[config.mk]
export PLATFORM = sky130hd
export DESIGN_NAME = rtstr_regs
export DESIGN_NICKNAME = d
export VERILOG_FILES = /design/src/include/rtstr_pkg.sv /design/src/hdl/rtstr_regs.sv /design/src/hdl/rtstr_trim.sv
export SDC_FILE = /design/constraint.sdc
export NUM_CORES = 1
export LEC_CHECK = 0
export BUFFER_PORTS_ARGS = -buffer_cell sky130_fd_sc_hd__buf_4
export CAP_MARGIN = 40
export CORE_UTILIZATION = 60
export CTS_BUF_LIST = sky130_fd_sc_hd__clkbuf_4
export DETAILED_ROUTE_END_ITERATION = 8
export PLACE_DENSITY_LB_ADDON = 0.12
export SLEW_MARGIN = 20
export SYNTH_ARGS = -nofsm -noshare
export SYNTH_HDL_FRONTEND = slang
export SYNTH_HIERARCHICAL = 1
export SYNTH_SLANG_ARGS = --single-unit
export TNS_END_PERCENT = 5
[constraint.sdc]
create_clock -name clk_i -period 3.9 [get_ports clk_i]
set_clock_uncertainty 0.15 [all_clocks]
set_input_delay 0.78 -clock clk_i [delete_from_list [all_inputs] [get_ports clk_i]]
set_output_delay 0.78 -clock clk_i [all_outputs]
set_load 0.03 [all_outputs]
[src/include/rtstr_pkg.sv]
/*
  Package for the timer, supply, charger and trim register bank of the RTC.
  Assumes a byte-wide register port fed by the serial-bus engine on the same clock.
*/
`default_nettype none

package rtstr_pkg;
  localparam logic [7:0] ADDR_COUNT = 8'h18;
  localparam logic [7:0] ADDR_RELOAD = 8'h19;
  localparam logic [7:0] ADDR_SUPPLY = 8'h1A;
  localparam logic [7:0] ADDR_CHARGER = 8'h1B;
  localparam logic [7:0] ADDR_CORR_HI = 8'h1D;
  localparam logic [7:0] ADDR_CORR_LO = 8'h1E;
  localparam logic [7:0] ADDR_CAPTURE = 8'h20;
  localparam logic [7:0] RESET_BYTE = 8'h00;
  localparam int SUPPLY_MANUAL_BIT = 0;
  localparam int SUPPLY_BACKUP_BIT = 1;
  localparam int CHARGER_EN_BIT = 0;
  localparam int CHARGER_PATH_LSB = 1;
  localparam int CHARGER_DIODE_BIT = 3;
  localparam int CAPTURE_MSB = 6;
  localparam logic [2:0] PATH_3K_A = 3'h0;
  localparam logic [2:0] PATH_3K_B = 3'h1;
  localparam logic [2:0] PATH_6K = 3'h2;
  localparam logic [1:0] RES_3K = 2'h0;
  localparam logic [1:0] RES_6K = 2'h1;
  localparam logic [1:0] RES_11K = 2'h2;
  // 2^-21 of a cycle is 0.4768 ppm, the step of one correction count.
  localparam int CORR_ACC_W = 21;
endpackage : rtstr_pkg

`default_nettype wire

[src/hdl/rtstr_regs.sv]
/*
  Timer, supply selection, charger and frequency correction register bank.
  Assumes a same-clock byte register port from the serial-bus engine, a timer tick
  enable, and an oscillator tick enable; the supply comparator arrives asynchronously.
*/
`timescale 1ns/100ps
`default_nettype none

module rtstr_regs
  import rtstr_pkg::*;
(
  input wire logic clk_i,
  input wire logic rst_n_i,
  input wire logic [7:0] reg_addr_i,
  input wire logic reg_wr_i,
  input wire logic reg_rd_i,
  input wire logic [7:0] reg_wdata_i,
  input wire logic timer_tick_i,
  input wire logic timer_run_i,
  input wire logic timer_repeat_i,
  input wire logic auto_use_backup_i,
  input wire logic vcc_below_bat_i,
  input wire logic [15:0] factory_trim_i,
  input wire logic osc_tick_i,
  input wire logic capture_i,
  input wire logic [6:0] capture_frac_i,
  output logic [7:0] reg_rdata_o,
  output logic use_backup_o,
  output logic charger_en_o,
  output logic [1:0] charger_res_o,
  output logic charger_diode_o,
  output logic [15:0] corr_word_o,
  output logic corr_add_o,
  output logic corr_drop_o
);
  logic [7:0] count_q, count_d;
  logic [7:0] reload_q, reload_d;
  logic [1:0] supply_q, supply_d;
  logic [3:0] charger_q, charger_d;
  logic [7:0] corr_hi_q, corr_hi_d;
  logic [7:0] corr_lo_q, corr_lo_d;
  logic written_q, written_d;
  logic [6:0] frac_q, frac_d;
  logic [7:0] rdata_d;
  logic use_backup_d;
  logic [15:0] corr_word_d;
  logic vcc_meta_q;
  logic vcc_below_q;

  function automatic logic wr_at(input logic [7:0] a);
    wr_at = reg_wr_i && (reg_addr_i == a);
  endfunction : wr_at

  // Resistance of the charging path; codes 0 and 1 both select the 3k path.
  function automatic logic [1:0] path_res(input logic [2:0] code);
    case (code[1:0])
      PATH_3K_A[1:0], PATH_3K_B[1:0]: path_res = RES_3K;
      PATH_6K[1:0]: path_res = RES_6K;
      default: path_res = RES_11K;
    endcase
  endfunction : path_res

  // The comparator is analog and unrelated to clk_i, so it is synchronised first.
  always_ff @(posedge clk_i or negedge rst_n_i)
  begin
    if (!rst_n_i)
    begin
      vcc_meta_q <= 1'b0;
      vcc_below_q <= 1'b0;
    end
    else
    begin
      vcc_meta_q <= vcc_below_bat_i;
      vcc_below_q <= vcc_meta_q;
    end
  end

  always_comb
  begin
    count_d = count_q;
    if (timer_tick_i && timer_run_i)
    begin
      if (count_q != RESET_BYTE)
        count_d = count_q - 8'h01;
      else if (timer_repeat_i)
        count_d = reload_q;
    end
    // Host writes to the present count are dropped on purpose.
    reload_d = wr_at(ADDR_RELOAD) ? reg_wdata_i : reload_q;
    supply_d = wr_at(ADDR_SUPPLY) ? reg_wdata_i[1:0] : supply_q;
    charger_d = wr_at(ADDR_CHARGER) ? reg_wdata_i[3:0] : charger_q;
    corr_hi_d = wr_at(ADDR_CORR_HI) ? reg_wdata_i : corr_hi_q;
    corr_lo_d = wr_at(ADDR_CORR_LO) ? reg_wdata_i : corr_lo_q;
    written_d = written_q || wr_at(ADDR_CORR_HI) || wr_at(ADDR_CORR_LO);
    // A host write and a capture in one cycle: the capture wins, as it is an event.
    frac_d = frac_q;
    if (wr_at(ADDR_CAPTURE))
      frac_d = reg_wdata_i[CAPTURE_MSB:0];
    if (capture_i)
      frac_d = capture_frac_i;
    case (reg_addr_i)
      ADDR_COUNT: rdata_d = count_q;
      ADDR_RELOAD: rdata_d = reload_q;
      ADDR_SUPPLY: rdata_d = {6'h00, supply_q};
      ADDR_CHARGER: rdata_d = {4'h0, charger_q};
      ADDR_CORR_HI: rdata_d = corr_hi_q;
      ADDR_CORR_LO: rdata_d = corr_lo_q;
      ADDR_CAPTURE: rdata_d = {1'b0, frac_q};
      default: rdata_d = RESET_BYTE;
    endcase
    if (!reg_rd_i)
      rdata_d = reg_rdata_o;
    if (supply_q[SUPPLY_MANUAL_BIT])
      use_backup_d = supply_q[SUPPLY_BACKUP_BIT] && vcc_below_q;
    else
      use_backup_d = auto_use_backup_i;
    corr_word_d = written_q ? {corr_hi_q, corr_lo_q} : factory_trim_i;
  end

  always_ff @(posedge clk_i or negedge rst_n_i)
  begin
    if (!rst_n_i)
    begin
      count_q <= RESET_BYTE;
      reload_q <= RESET_BYTE;
      supply_q <= 2'h0;
      charger_q <= 4'h0;
      corr_hi_q <= RESET_BYTE;
      corr_lo_q <= RESET_BYTE;
      written_q <= 1'b0;
      frac_q <= 7'h00;
      reg_rdata_o <= RESET_BYTE;
      use_backup_o <= 1'b0;
      charger_en_o <= 1'b0;
      charger_res_o <= RES_3K;
      charger_diode_o <= 1'b0;
      corr_word_o <= 16'h0000;
    end
    else
    begin
      count_q <= count_d;
      reload_q <= reload_d;
      supply_q <= supply_d;
      charger_q <= charger_d;
      corr_hi_q <= corr_hi_d;
      corr_lo_q <= corr_lo_d;
      written_q <= written_d;
      frac_q <= frac_d;
      reg_rdata_o <= rdata_d;
      use_backup_o <= use_backup_d;
      charger_en_o <= charger_q[CHARGER_EN_BIT];
      charger_res_o <= path_res(charger_q[3:1]);
      charger_diode_o <= charger_q[CHARGER_DIODE_BIT];
      corr_word_o <= corr_word_d;
    end
  end

  rtstr_trim u_trim (
    .clk_i(clk_i),
    .rst_n_i(rst_n_i),
    .osc_tick_i(osc_tick_i),
    .word_i(corr_word_o),
    .add_o(corr_add_o),
    .drop_o(corr_drop_o)
  );
endmodule : rtstr_regs

`default_nettype wire

[src/hdl/rtstr_trim.sv]
/*
  Correction pulse generator: turns the signed correction word into add and drop pulses.
  Assumes osc_tick_i is a one-cycle enable at the oscillator rate on clk_i.
*/
`timescale 1ns/100ps
`default_nettype none

module rtstr_trim
  import rtstr_pkg::*;
#(
  parameter int ACC_W = CORR_ACC_W
)
(
  input wire logic clk_i,
  input wire logic rst_n_i,
  input wire logic osc_tick_i,
  input wire logic [15:0] word_i,
  output logic add_o,
  output logic drop_o
);
  logic [ACC_W:0] acc_q;
  logic [ACC_W:0] acc_d;
  logic add_d;
  logic drop_d;
  logic [15:0] mag;

  // The magnitude accumulates each tick; a carry out emits one pulse.
  always_comb
  begin
    mag = word_i[15] ? 16'(-word_i) : word_i;
    acc_d = {1'b0, acc_q[ACC_W-1:0]};
    add_d = 1'b0;
    drop_d = 1'b0;
    if (osc_tick_i)
    begin
      acc_d = {1'b0, acc_q[ACC_W-1:0]} + {{(ACC_W-15){1'b0}}, mag};
      add_d = acc_d[ACC_W] & ~word_i[15];
      drop_d = acc_d[ACC_W] & word_i[15];
    end
  end

  always_ff @(posedge clk_i or negedge rst_n_i)
  begin
    if (!rst_n_i)
    begin
      acc_q <= '0;
      add_o <= 1'b0;
      drop_o <= 1'b0;
    end
    else
    begin
      acc_q <= acc_d;
      add_o <= add_d;
      drop_o <= drop_d;
    end
  end
endmodule : rtstr_trim

`default_nettype wire

==> results of run 1 <==
[worst reg2reg max path, delay by kind of cell, from the launching register on]
family                     cells  cell delay [ns]
adders and majority gates      1             0.37
xor gates and xnor gates       1             0.16
DFF                            1             0.45
and+or+nand+nor                2             0.68
AOI/OAI and AO/OA              6             1.71
[through the flow]
| step | power [W] | setup slack (ns) |
|---|---|---|
| 6_report | 0.00346 | 0.302 |
| 5_1_grt | 0.00370 | 0.119 |
| 4_1_cts | 0.00345 | 0.351 |
| 3_5_place_dp | 0.00295 | 0.362 |
| 3_3_place_gp | 0.00288 | 0.515 |
| 2_1_floorplan | 0.00254 | 0.497 |
[metal layers]
metal / vias up / GRT usage, %
met5: - / 0
met4: 0 / 12.9
met3: 33 / 6.82
met2: 143 / 52.4
met1: 2161 / 35.1
li1: 2126 / -
[flip-flops by register name, summed over array words and instances, names as in the netlist, 4 cells and up]
signal and cells:
corr_lo_q 8, charger_q 4, corr_word_o 16, reload_q 8
count_q 8, reg_rdata_o 8, frac_q 7, u_trim/acc_q 21
corr_hi_q 8
[where the power goes]
| group | switching (W) | internal [W] | leakage (nW) |
|---|---|---|---|
| clock network | 0.000361 | 0.000146 | 0.0630 |
| registers | 0.000197 | 0.00123 | 1.28 |
| logic | 0.000826 | 0.000700 | 1.72 |
[cell families after synthesis]
| group | share of synthesized area (%) |
|---|---|
| compound gates | 14.9 |
| xor+xnor | 4.77 |
| fa+ha+maj | 4.97 |
| buf+inv | 2.99 |
| flops | 44.0 |
| mux | 14.7 |
| simple gates | 13.7 |
[cells in the final DEF (no fill, tap or decap), types with 16 or more instances in the layout]
cell,count
sky130_fd_sc_hd__nand2_1,37
sky130_fd_sc_hd__o21ai_0,26
sky130_fd_sc_hd__dfrtp_1,100
sky130_fd_sc_hd__nor2_1,20
sky130_fd_sc_hd__buf_4,85
sky130_fd_sc_hd__ha_1,21
sky130_fd_sc_hd__xnor2_1,23
sky130_fd_sc_hd__nand3_1,16
sky130_fd_sc_hd__mux2_2,52
sky130_fd_sc_hd__inv_1,18
sky130_fd_sc_hd__a21oi_1,30
[synthesized netlist by cell type (5+ instances only)]
cell type                  number  area (µm²)
sky130_fd_sc_hd__dfrtp_1      100        2500
sky130_fd_sc_hd__mux2_2        52         586
sky130_fd_sc_hd__nand2_1       37         139
sky130_fd_sc_hd__a21oi_1       30         150
sky130_fd_sc_hd__o21ai_0       26         130
sky130_fd_sc_hd__xnor2_1       23         201
sky130_fd_sc_hd__ha_1          21         263
sky130_fd_sc_hd__nor2_1        20        75.1
sky130_fd_sc_hd__inv_1         18        67.6
sky130_fd_sc_hd__nand3_1       16        80.1
sky130_fd_sc_hd__clkbuf_1      13        48.8
sky130_fd_sc_hd__mux2i_1       13         130
sky130_fd_sc_hd__o22ai_1       12        75.1
sky130_fd_sc_hd__nor3_1        11        55.1
sky130_fd_sc_hd__a21o_1         9        67.6
sky130_fd_sc_hd__nand4_1        9        56.3
sky130_fd_sc_hd__mux2_4         8         120
sky130_fd_sc_hd__o211ai_1       8        60.1
sky130_fd_sc_hd__xor2_1         8        70.1
sky130_fd_sc_hd__a22oi_1        7        52.6
sky130_fd_sc_hd__and3_1         6        37.5
sky130_fd_sc_hd__a22o_1         5        43.8
sky130_fd_sc_hd__nand2b_1       5        31.3
[area by class of cell]
cell class                      instances  area share [%]
Multi-Input combinational cell        394            46.4
Sequential cell                       100            38.4
Timing Repair Buffer                   86            10.1
Tap cell                              111            2.13
Clock buffer                           10            1.15
Inverter                               18            1.04
Clock inverter                          6           0.730
[worst max path at each step]
stage,start,end,slack (ns),cells past startpoint
after floorplan,corr_word_o[7]$_DFF_PN0_,u_trim/acc_q[14]$_DFFE_PN0P_,0.50,12
after global routing,corr_word_o[7]$_DFF_PN0_,u_trim/acc_q[15]$_DFFE_PN0P_,0.12,10
after detailed placement,corr_word_o[7]$_DFF_PN0_,u_trim/acc_q[15]$_DFFE_PN0P_,0.36,10
after global placement,corr_word_o[7]$_DFF_PN0_,u_trim/acc_q[15]$_DFFE_PN0P_,0.52,10
final,corr_word_o[7]$_DFF_PN0_,u_trim/acc_q[15]$_DFFE_PN0P_,0.30,10
after CTS,corr_word_o[7]$_DFF_PN0_,u_trim/acc_q[15]$_DFFE_PN0P_,0.35,10
==> parameters.txt, run 1 <==
Parameter                              Value

Die
  Count of pins on the block boundary    81
  Placement row count    35
  Core Footprint    9200 µm²
  Die area    9880 µm²
  Starting utilization of the core area    61.9%
  X dimension of the die    99.4 µm
  Die span in y    99.4 µm

Drt
  Top metal layer carrying routed signals    met4
  Antenna-violating nets left    0
  Met1 Wirelength    5570 µm
  Met3 wire len    797 µm
  Violation count after the first detailed-routing iteration    174
  Detailed Route WL    14,000 µm
  First drt pass iteration count    4
  Met2 Wirelength    7120 µm
  Routed wire length per instance    19.3 µm
  Total via count in the routed design    4,463
  Total DRC errors in the routed layout    0
  Vias per std cell    6.16

Critical path
  Worst reg2reg path startpoint    corr_word_o[7]$_DFF_PN0_
  Worst path arrival time    3.79 ns
  FF-to-FF path depth    10
  Crit. End Element    flip-flop
  Critical path's most frequent cell    sky130_fd_sc_hd__a21oi_1
  Type of element launching the critical path    flip-flop
  CP required    4.10 ns
  Largest stage delay on the critical path    0.56 ns
  Slowest-stage cell, CP    sky130_fd_sc_hd__or4_4
  Kind of cell adding the most delay to the critical path    compound AO/OA/AOI/OAI gates
  End of the worst register-to-register path    u_trim/acc_q[15]$_DFFE_PN0P_
  Max FO, Critical Path    6
  Number of buffer and inverter instances along the worst setup path    0
  Slack of the worst reg-to-reg path    0.30 ns
  Type of the setup path with the least slack    reg2reg
  CP cell instances    or4_4, o31ai_1, nand2_1, xor2_1, ha_1, a21oi_1, o21bai_1, a21oi_1, o221ai_1, a221o_1

STA
  Fmax achieved    278 MHz
  Worst slew slack as a fraction of its limit    56.8%
  Crit share post-route    92.2%
  Minimum hold slack    0.0847 ns
  Setup TNS    0 ns
  Worst Tran Pin Value    0.648 ns
  RSZ-0062 raised after global routing    false
  Final setup viols    0
  Minimum clock period after layout    3.60 ns
  Hold Vio Cnt, Final    0
  Count of pins over their slew limit    0

Placement
  Routability congestion estimate from global placement    1.01
  HPWL after DPL    10,600 µm
  Standard cell area after detailed placement    6370 µm²
  Input/output buffers    80
  Placed Instances    708

CTS
  Clock-pin slew reported for the worst setup and hold paths after clock tree synthesis    0.16 ns
  Skew-Pair Late Insertion Delay    0.45 ns
  Post-cts resize count    0
  Clock tree from TritonCTS    done
  Maximum clock insertion buffer count    2
  Number of levels in the clock H-tree    3
  Cell at the root of the clock tree    sky130_fd_sc_hd__clkbuf_4
  Hold buffers post-CTS    0
  # clock sinks    100
  Postcts setup bufs    0
  TritonCTS buffer count    9

Logic synthesis
  Mean cell area of the mapped netlist    10.7 µm²
  Post-Synthesis Cell Area    5690 µm²
  Post-synthesis sequential element count    100
  Synthesis warning total    6
  Dominant synthesized flop cell    sky130_fd_sc_hd__dfrtp_1
  Unique masters post-synth    69
  Fraction of registers with async set or reset after synthesis    100%
  Syn Inst Count    533
  Sequential area share after synthesis    44.0%
  Net count of the mapped netlist    605
  Post-synth EDFFs    0

Power
  Lkg Pwr    3.06 nW
  Power density over the cells    531 nW/µm²
  Worst IR Drop VDD    0.276 mV

Final layout
  Ratio of cells with drive above 1 in the final layout    28.8%
  Filler Cells Inserted    713
  Combined flip-flop and latch cell area    2500 µm²
  Multi-input logic area    3020 µm²
  P&R area growth vs syn    14.4%
  Post-Layout Cell Count    725
  Final layout net count    681
  Antenna diode count    0
  Util after Layout    70.8%
  Final design instance area without fill    6510 µm²

Global route
  Antenna violations before repair    0
  Maximum number of pins on one net before global-route repair    70
  GRT overflow    0
  First-pass GRT wire length    22,500 µm
  Combined global-route utilization of all metal layers    29.8%
  Via count of the first global-routing pass    4,448

Job
  Count of maximum capacitance violations    0

Worst hold path
  Worst hold path class    in2async

Outcome
  Outcome    finished clean
No activity file was read; power rests on OpenSTA's default activity.
==> run 2: changes to the inputs <==
--- a/config.mk
+++ b/config.mk
@@ -5,6 +5,7 @@
 export SDC_FILE = /design/constraint.sdc
 export NUM_CORES = 1
 export LEC_CHECK = 0
+export ABC_AREA = 1
 export BUFFER_PORTS_ARGS = -buffer_cell sky130_fd_sc_hd__buf_4
 export CAP_MARGIN = 40
 export CORE_UTILIZATION = 60
==> run 2 against run 1 <==
- clock power grew 8.1%
- final cell count grew 47%
- global-route usage grew 0.91 points
- highest routed layer unchanged
- critical path type unchanged
- sequential share of layout area shrank 2.8 points
- synthesized cell count grew 60%
- largest power group is now sequential cells
==> parameters.txt, run 2 <==
Parameter                              Value

Die
  Placement row count    36
  Core Footprint    9910 µm²
  Die area    10,800 µm²
  Count of pins on the block boundary    81
  Die span in y    104 µm
  X dimension of the die    104 µm
  Starting utilization of the core area    63.0%

Critical path
  Slowest-stage cell, CP    sky130_fd_sc_hd__dfrtp_1
  Critical path's most frequent cell    sky130_fd_sc_hd__nand2_1
  CP cell instances    inv_1, ha_1, nand3_1, nor2_1, nand3_1, nand2_2, nand2_1, nand2_1, nand2_1, ha_1, nand2_1, inv_1, nand2_1, nand3_1, a21oi_1, nand3_1, nand3_1, nand2_1
  Worst path arrival time    3.26 ns
  Type of element launching the critical path    flip-flop
  Max FO, Critical Path    5
  Kind of cell adding the most delay to the critical path    simple AND/OR/NAND/NOR gates
  CP required    4.15 ns
  Crit. End Element    flip-flop
  Number of buffer and inverter instances along the worst setup path    2
  Largest stage delay on the critical path    0.43 ns
  Type of the setup path with the least slack    reg2reg

CTS
  # clock sinks    100
  Hold buffers post-CTS    0
  Clock tree from TritonCTS    done
  Post-cts resize count    0
  Maximum clock insertion buffer count    2
  Cell at the root of the clock tree    sky130_fd_sc_hd__clkbuf_4
  Number of levels in the clock H-tree    3
  Skew-Pair Late Insertion Delay    0.48 ns
  Clock-pin slew reported for the worst setup and hold paths after clock tree synthesis    0.17 ns
  TritonCTS buffer count    9
  Postcts setup bufs    0

Power
  Lkg Pwr    3.80 nW
  Power density over the cells    444 nW/µm²
  Worst IR Drop VDD    0.293 mV
  Power consumption    0.00312 W

Drt
  Total DRC errors in the routed layout    0
  Total via count in the routed design    5,834
  Detailed Route WL    15,800 µm
  Antenna-violating nets left    0
  Vias per std cell    5.49
  Violation count after the first detailed-routing iteration    323
  First drt pass iteration count    7
  Routed wire length per instance    14.9 µm

Final layout
  Register ranked first by flip-flop count    u_trim/acc_q
  Commonest non-fill, non-tap cell in the layout    sky130_fd_sc_hd__nand2_1
  Most frequent cells in the layout    284 x sky130_fd_sc_hd__nand2_1, 114 x sky130_fd_sc_hd__inv_1, 100 x sky130_fd_sc_hd__dfrtp_1
  Filler Cells Inserted    854
  Largest register FFs    21
  Antenna diode count    0
  Multi-input logic area    3150 µm²
  P&R area growth vs syn    12.5%
  Combined flip-flop and latch cell area    2500 µm²
  Ratio of cells with drive above 1 in the final layout    16.5%
  Largest registers    u_trim/acc_q: 21 flops, corr_word_o: 16 flops
  Post-Layout Cell Count    1,063
  Final layout net count    997

Logic synthesis
  Net count of the mapped netlist    925
  Leading cell types by count after synthesis    284 x sky130_fd_sc_hd__nand2_1, 114 x sky130_fd_sc_hd__inv_1, 100 x sky130_fd_sc_hd__dfrtp_1
  Mean cell area of the mapped netlist    7.31 µm²
  Post-synth EDFFs    0
  Syn Inst Count    853
  Synthesis warning total    6
  Portion of synthesized cell area occupied by the leading cell type    40.1%
  Sequential area share after synthesis    40.1%
  Unique masters post-synth    37
  Dominant synthesized flop cell    sky130_fd_sc_hd__dfrtp_1
  Post-Synthesis Cell Area    6240 µm²
  Top area cells in the synthesized netlist    sky130_fd_sc_hd__dfrtp_1 40%, sky130_fd_sc_hd__nand2_1 17%, sky130_fd_sc_hd__inv_1 6.9%
  Fraction of registers with async set or reset after synthesis    100%
  Post-synthesis sequential element count    100
  Most frequently used cell type in the post-synthesis netlist    sky130_fd_sc_hd__nand2_1
  Post-synth top area cell    sky130_fd_sc_hd__dfrtp_1

Worst hold path
  Worst hold path class    in2async

Global route
  Antenna violations before repair    0
  Maximum number of pins on one net before global-route repair    101
  Combined global-route utilization of all metal layers    30.7%
  Via count of the first global-routing pass    5,579
  GRT overflow    0
  First-pass GRT wire length    26,400 µm

STA
  Final setup viols    0
  Worst slew slack as a fraction of its limit    51.3%
  Fmax achieved    332 MHz
  Worst Tran Pin Value    0.730 ns
  Setup TNS    0 ns
  Minimum clock period after layout    3.01 ns
  Crit share post-route    77.2%
  Count of pins over their slew limit    0
  Hold Vio Cnt, Final    0
  Minimum hold slack    0.170 ns
  RSZ-0062 raised after global routing    false

Placement
  Input/output buffers    80
  Routability congestion estimate from global placement    1.04
  HPWL after DPL    12,200 µm
  Placed Instances    1,047

Job
  Count of maximum capacitance violations    0

Outcome
  Outcome    finished clean
==> run 2: cell types whose count changed in the layout (fill, tap and decap cells not counted), sizes merged, moves of 13 or more <==
cell   before  now
nand2      38  304
inv        21  118
nand3      17   84
mux2       60    0
o21ai      28   86
nor2       21   61
xnor2      23    7
a21oi      30   15
mux2i      13    0
==> run 2: cells by family (layout without fill, tap and decap cells) <==
group	Yosys count	count (layout)	share of synthesized area, %
adders and majority gates	22	22	4.53
buffers and inverters	137	214	9.39
xor gates and xnor gates	16	16	2.25
and+or+nand+nor	467	467	34.0
AOI/OAI and AO/OA	111	111	9.73
DFF	100	100	40.1
==> run 2: area by class of cell <==
type                            count  area share (%)
Clock inverter                      7            1.02
Multi-Input combinational cell    616            44.9
Inverter                          117            6.26
Tap cell                          133            2.37
Timing Repair Buffer               81            8.84
Sequential cell                   100            35.7
Clock buffer                        9           0.963
==> run 2: worst paths after layout <==
kind,start,endpoint,slack (ns),depth (start not counted)
worst max register to register,corr_word_o[0]$_DFF_PN0_,u_trim/acc_q[13]$_DFFE_PN0P_,0.89,18
max in group asynchronous,rst_n_i,u_trim/acc_q[8]$_DFFE_PN0P_,3.02,2
worst min-delay path,rst_n_i,u_trim/acc_q[1]$_DFFE_PN0P_,0.17,2
min in group clk_i,vcc_meta_q$_DFF_PN0_,vcc_below_q$_DFF_PN0_,0.23,0
worst max-delay path,corr_word_o[0]$_DFF_PN0_,u_trim/acc_q[13]$_DFFE_PN0P_,0.89,18
worst min register to register,vcc_meta_q$_DFF_PN0_,vcc_below_q$_DFF_PN0_,0.23,0
==> run 2: routing by layer <==
metal	routed length, µm	global-route usage (%)	up-vias
met2	8180	54.0	220
met4	617	14.7	0
met3	805	5.83	43
met1	6230	36.1	2736
met5	0	0	-
li1	-	-	2835
==> run 2: worst register-to-register path: stages, from the launching register on <==
cell                      delay [ns]
sky130_fd_sc_hd__dfrtp_1        0.43
sky130_fd_sc_hd__inv_1          0.12
sky130_fd_sc_hd__ha_1           0.18
sky130_fd_sc_hd__nand3_1        0.10
sky130_fd_sc_hd__nor2_1         0.16
sky130_fd_sc_hd__nand3_1        0.11
sky130_fd_sc_hd__nand2_2        0.13
sky130_fd_sc_hd__nand2_1        0.07
sky130_fd_sc_hd__nand2_1        0.07
sky130_fd_sc_hd__nand2_1        0.08
sky130_fd_sc_hd__ha_1           0.36
sky130_fd_sc_hd__nand2_1        0.16
sky130_fd_sc_hd__inv_1          0.05
sky130_fd_sc_hd__nand2_1        0.07
sky130_fd_sc_hd__nand3_1        0.13
sky130_fd_sc_hd__a21oi_1        0.28
sky130_fd_sc_hd__nand3_1        0.12
sky130_fd_sc_hd__nand3_1        0.10
sky130_fd_sc_hd__nand2_1        0.06
==> run 2: stage by stage <==
stage | utilization, % | cell area [µm²] | worst slack (ns)
final | 70.8 | 7020 | 0.889
after global routing | 70.8 | 7020 | 0.608
after CTS | 70.8 | 7020 | 0.964
after detailed placement | 69.4 | 6880 | 0.969
after global placement | 69.4 | 6880 | 1.02
after floorplan | - | 6240 | 1.34
==> run 2: where the power goes <==
part	internal (W)	leakage (nW)	total, W	switching [W]
Sequential	0.00120	1.21	0.00134	0.000139
Clock	0.000147	0.0689	0.000548	0.000401
Combinational	0.000444	2.53	0.00123	0.000781
==> run 3: changes to the inputs <==
--- a/config.mk
+++ b/config.mk
@@ -5,7 +5,7 @@
 export SDC_FILE = /design/constraint.sdc
 export NUM_CORES = 1
 export LEC_CHECK = 0
-export ABC_AREA = 1
+export ABC_AREA = 0
 export BUFFER_PORTS_ARGS = -buffer_cell sky130_fd_sc_hd__buf_4
 export CAP_MARGIN = 40
 export CORE_UTILIZATION = 60
==> constraint.sdc (replaced) <==
create_clock -name clk_i -period 2.91 [get_ports clk_i]
set_clock_uncertainty 0.15 [all_clocks]
set_input_delay 0.582 -clock clk_i [delete_from_list [all_inputs] [get_ports clk_i]]
set_output_delay 0.582 -clock clk_i [all_outputs]
set_load 0.03 [all_outputs]
==> run 3 against run 2 <==
- the run now ends with negative setup slack left
- combinational power grew 100%
- count of clock-buffer cells in the layout grew 3
- largest cell class unchanged
- final area shrank 1.1%
- register-to-register slack lost 1.3 ns
- sequential share of layout area grew 0.47 points
- utilization grew 4.6 points
- worst hold slack lost 0.094 ns
- clock power grew 25%
==> parameters.txt, run 3 (same netlist as run 1, synthesis figures left out) <==
Parameter                              Value

Die
  Count of pins on the block boundary    81
  Placement row count    35
  Die span in y    99.4 µm
  Die area    9880 µm²
  Core Footprint    9200 µm²
  X dimension of the die    99.4 µm
  Starting utilization of the core area    61.9%

Worst hold path
  Worst hold path class    in2reg

CTS
  Maximum clock insertion buffer count    2
  Cell at the root of the clock tree    sky130_fd_sc_hd__clkbuf_4
  Clock tree from TritonCTS    done
  # clock sinks    100
  Number of levels in the clock H-tree    3
  Clock-pin slew reported for the worst setup and hold paths after clock tree synthesis    0.16 ns
  TritonCTS buffer count    9
  Skew-Pair Late Insertion Delay    0.45 ns

STA
  Worst slew slack as a fraction of its limit    56.2%
  Minimum clock period after layout    3.30 ns
  Crit share post-route    113%
  Setup slack after layout    -0.385 ns
  Minimum hold slack    0.0757 ns
  Hold Vio Cnt, Final    0
  RSZ-0062 raised after global routing    true
  Setup TNS    -2.84 ns
  Fmax achieved    303 MHz
  Final setup viols    12
  Worst Tran Pin Value    0.658 ns
  Count of pins over their slew limit    0

Global route
  First-pass GRT wire length    22,700 µm
  Maximum number of pins on one net before global-route repair    52
  GRT overflow    0
  Antenna violations before repair    0
  Via count of the first global-routing pass    4,658
  Combined global-route utilization of all metal layers    29.8%

Critical path
  Launching element of the worst setup path    corr_word_o[8]$_DFF_PN0_
  Crit. End Element    flip-flop
  CP cell instances    or4_4, or4_4, nand2_2, xnor2_2, ha_1, a211oi_2, nor2_1, a311oi_1, nand2_1, xor2_1, mux2_2
  Type of the setup path with the least slack    reg2reg
  Max FO, Critical Path    3
  Type of element launching the critical path    flip-flop
  Largest stage delay on the critical path    0.54 ns
  Worst path arrival time    3.49 ns
  FF-to-FF path depth    11
  Kind of cell adding the most delay to the critical path    simple AND/OR/NAND/NOR gates
  End of the worst register-to-register path    u_trim/acc_q[14]$_DFFE_PN0P_
  CP required    3.10 ns
  Slack of the worst reg-to-reg path    -0.39 ns
  Number of buffer and inverter instances along the worst setup path    0
  Critical path's most frequent cell    sky130_fd_sc_hd__or4_4
  Worst reg2reg path startpoint    corr_word_o[8]$_DFF_PN0_
  End point of the critical path    u_trim/acc_q[14]$_DFFE_PN0P_
  WP depth    11
  Slowest-stage cell, CP    sky130_fd_sc_hd__or4_4

Final layout
  P&R area growth vs syn    21.9%
  Largest registers    u_trim/acc_q: 21 flops, corr_word_o: 16 flops
  Most frequent cells in the layout    127 x sky130_fd_sc_hd__buf_4, 96 x sky130_fd_sc_hd__dfrtp_1, 52 x sky130_fd_sc_hd__mux2_2
  Antenna diode count    0
  Commonest non-fill, non-tap cell in the layout    sky130_fd_sc_hd__buf_4
  Register ranked first by flip-flop count    u_trim/acc_q
  Largest register FFs    21
  Ratio of cells with drive above 1 in the final layout    37.7%
  Final layout net count    723

Drt
  Total via count in the routed design    4,705
  Total DRC errors in the routed layout    0
  Vias per std cell    6.13
  Routed wire length per instance    18.1 µm
  Violation count after the first detailed-routing iteration    246
  Antenna-violating nets left    0
  Detailed Route WL    13,900 µm
  First drt pass iteration count    5

Power
  Lkg Pwr    3.29 nW
  Flop pwr share    37.3%
  Sw Share    39.0%
  Internal Power    0.00312 W
  Gate power share    49.3%
  Power consumption    0.00512 W
  Power density over the cells    737 nW/µm²
  Clk pwr share    13.4%
  Switching Power    0.00200 W
  Worst IR Drop VDD    0.323 mV

Placement
  HPWL after DPL    10,500 µm
  Input/output buffers    80
  Routability congestion estimate from global placement    1.00

Outcome
  Failing checks    negative setup slack
  Outcome    finished with violations

Job
  Count of maximum capacitance violations    0
==> run 3: power groups by stage <==
| stage | sequential [W] | combinational (W) | clock, W |
|---|---|---|---|
| floorplan | 0.00190 | 0.00152 | 0 |
| global placement | 0.00191 | 0.00222 | 0 |
| detailed placement | 0.00192 | 0.00232 | 0 |
| CTS | 0.00190 | 0.00242 | 0.000713 |
| global route | 0.00194 | 0.00276 | 0.000755 |
| finish | 0.00191 | 0.00252 | 0.000686 |
==> run 3: worst min-delay path by stage <==
| stage | from | end | slack [ns] | cells after the start |
|---|---|---|---|---|
| after floorplan | rst_n_i | charger_diode_o$_DFF_PN0_ | 0.14 | 0 |
| after global placement | vcc_meta_q$_DFF_PN0_ | vcc_below_q$_DFF_PN0_ | 0.19 | 0 |
| after detailed placement | vcc_meta_q$_DFF_PN0_ | vcc_below_q$_DFF_PN0_ | 0.19 | 0 |
| after CTS | vcc_below_bat_i | vcc_meta_q$_DFF_PN0_ | 0.05 | 1 |
| after global routing | vcc_below_bat_i | vcc_meta_q$_DFF_PN0_ | 0.04 | 1 |
| final | vcc_below_bat_i | vcc_meta_q$_DFF_PN0_ | 0.08 | 1 |
==> run 3: layout make-up <==
cell class              instances  area (µm²)
multi-input cells             394        3140
flip-flops and latches        100        2510
fillers                       635        2260
repair buffers                128         963
well taps                     111         139
clock buffers                  12        90.1
inverters                      18        67.6
clock inverters                 4        36.3
==> run 3: worst register-to-register path: stages, from the launching register on <==
cell and delay (ns):
sky130_fd_sc_hd__dfrtp_2 0.43, sky130_fd_sc_hd__or4_4 0.54, sky130_fd_sc_hd__or4_4 0.47, sky130_fd_sc_hd__nand2_2 0.11, sky130_fd_sc_hd__xnor2_2 0.12, sky130_fd_sc_hd__ha_1 0.30, sky130_fd_sc_hd__a211oi_2 0.28, sky130_fd_sc_hd__nor2_1 0.09
sky130_fd_sc_hd__a311oi_1 0.21, sky130_fd_sc_hd__nand2_1 0.10, sky130_fd_sc_hd__xor2_1 0.15, sky130_fd_sc_hd__mux2_2 0.25
==> run 3: metal layers <==
layer	global-route usage [%]	wire [µm]
met3	4.43	663
met5	0	0
met4	10.9	335
met2	54.7	7380
met1	35.3	5540
==> run 3: what timing repair did <==
| item | 4_1_cts | 5_1_grt |
|---|---|---|
| hold buffers | 1 | 0 |
| endpoints found under the hold margin | 35 | 0 |
| setup endpoints to repair | 13 | 15 |
| pin swaps | 7 | 2 |
| gates resized for setup | 18 | 12 |
| setup buffers | 1 | 0 |
==> run 3: per-stage QoR <==
stage                     instances  setup slack (ns)  area [µm²]  utilization (%)
after CTS                       767            -0.344        6900             75.0
after floorplan                 533            -0.344        5710                -
after global routing            767            -0.529        6940             75.5
after detailed placement        749            -0.394        6680             72.7
final                           767            -0.385        6940             75.5
after global placement          748            -0.319        6670             72.6
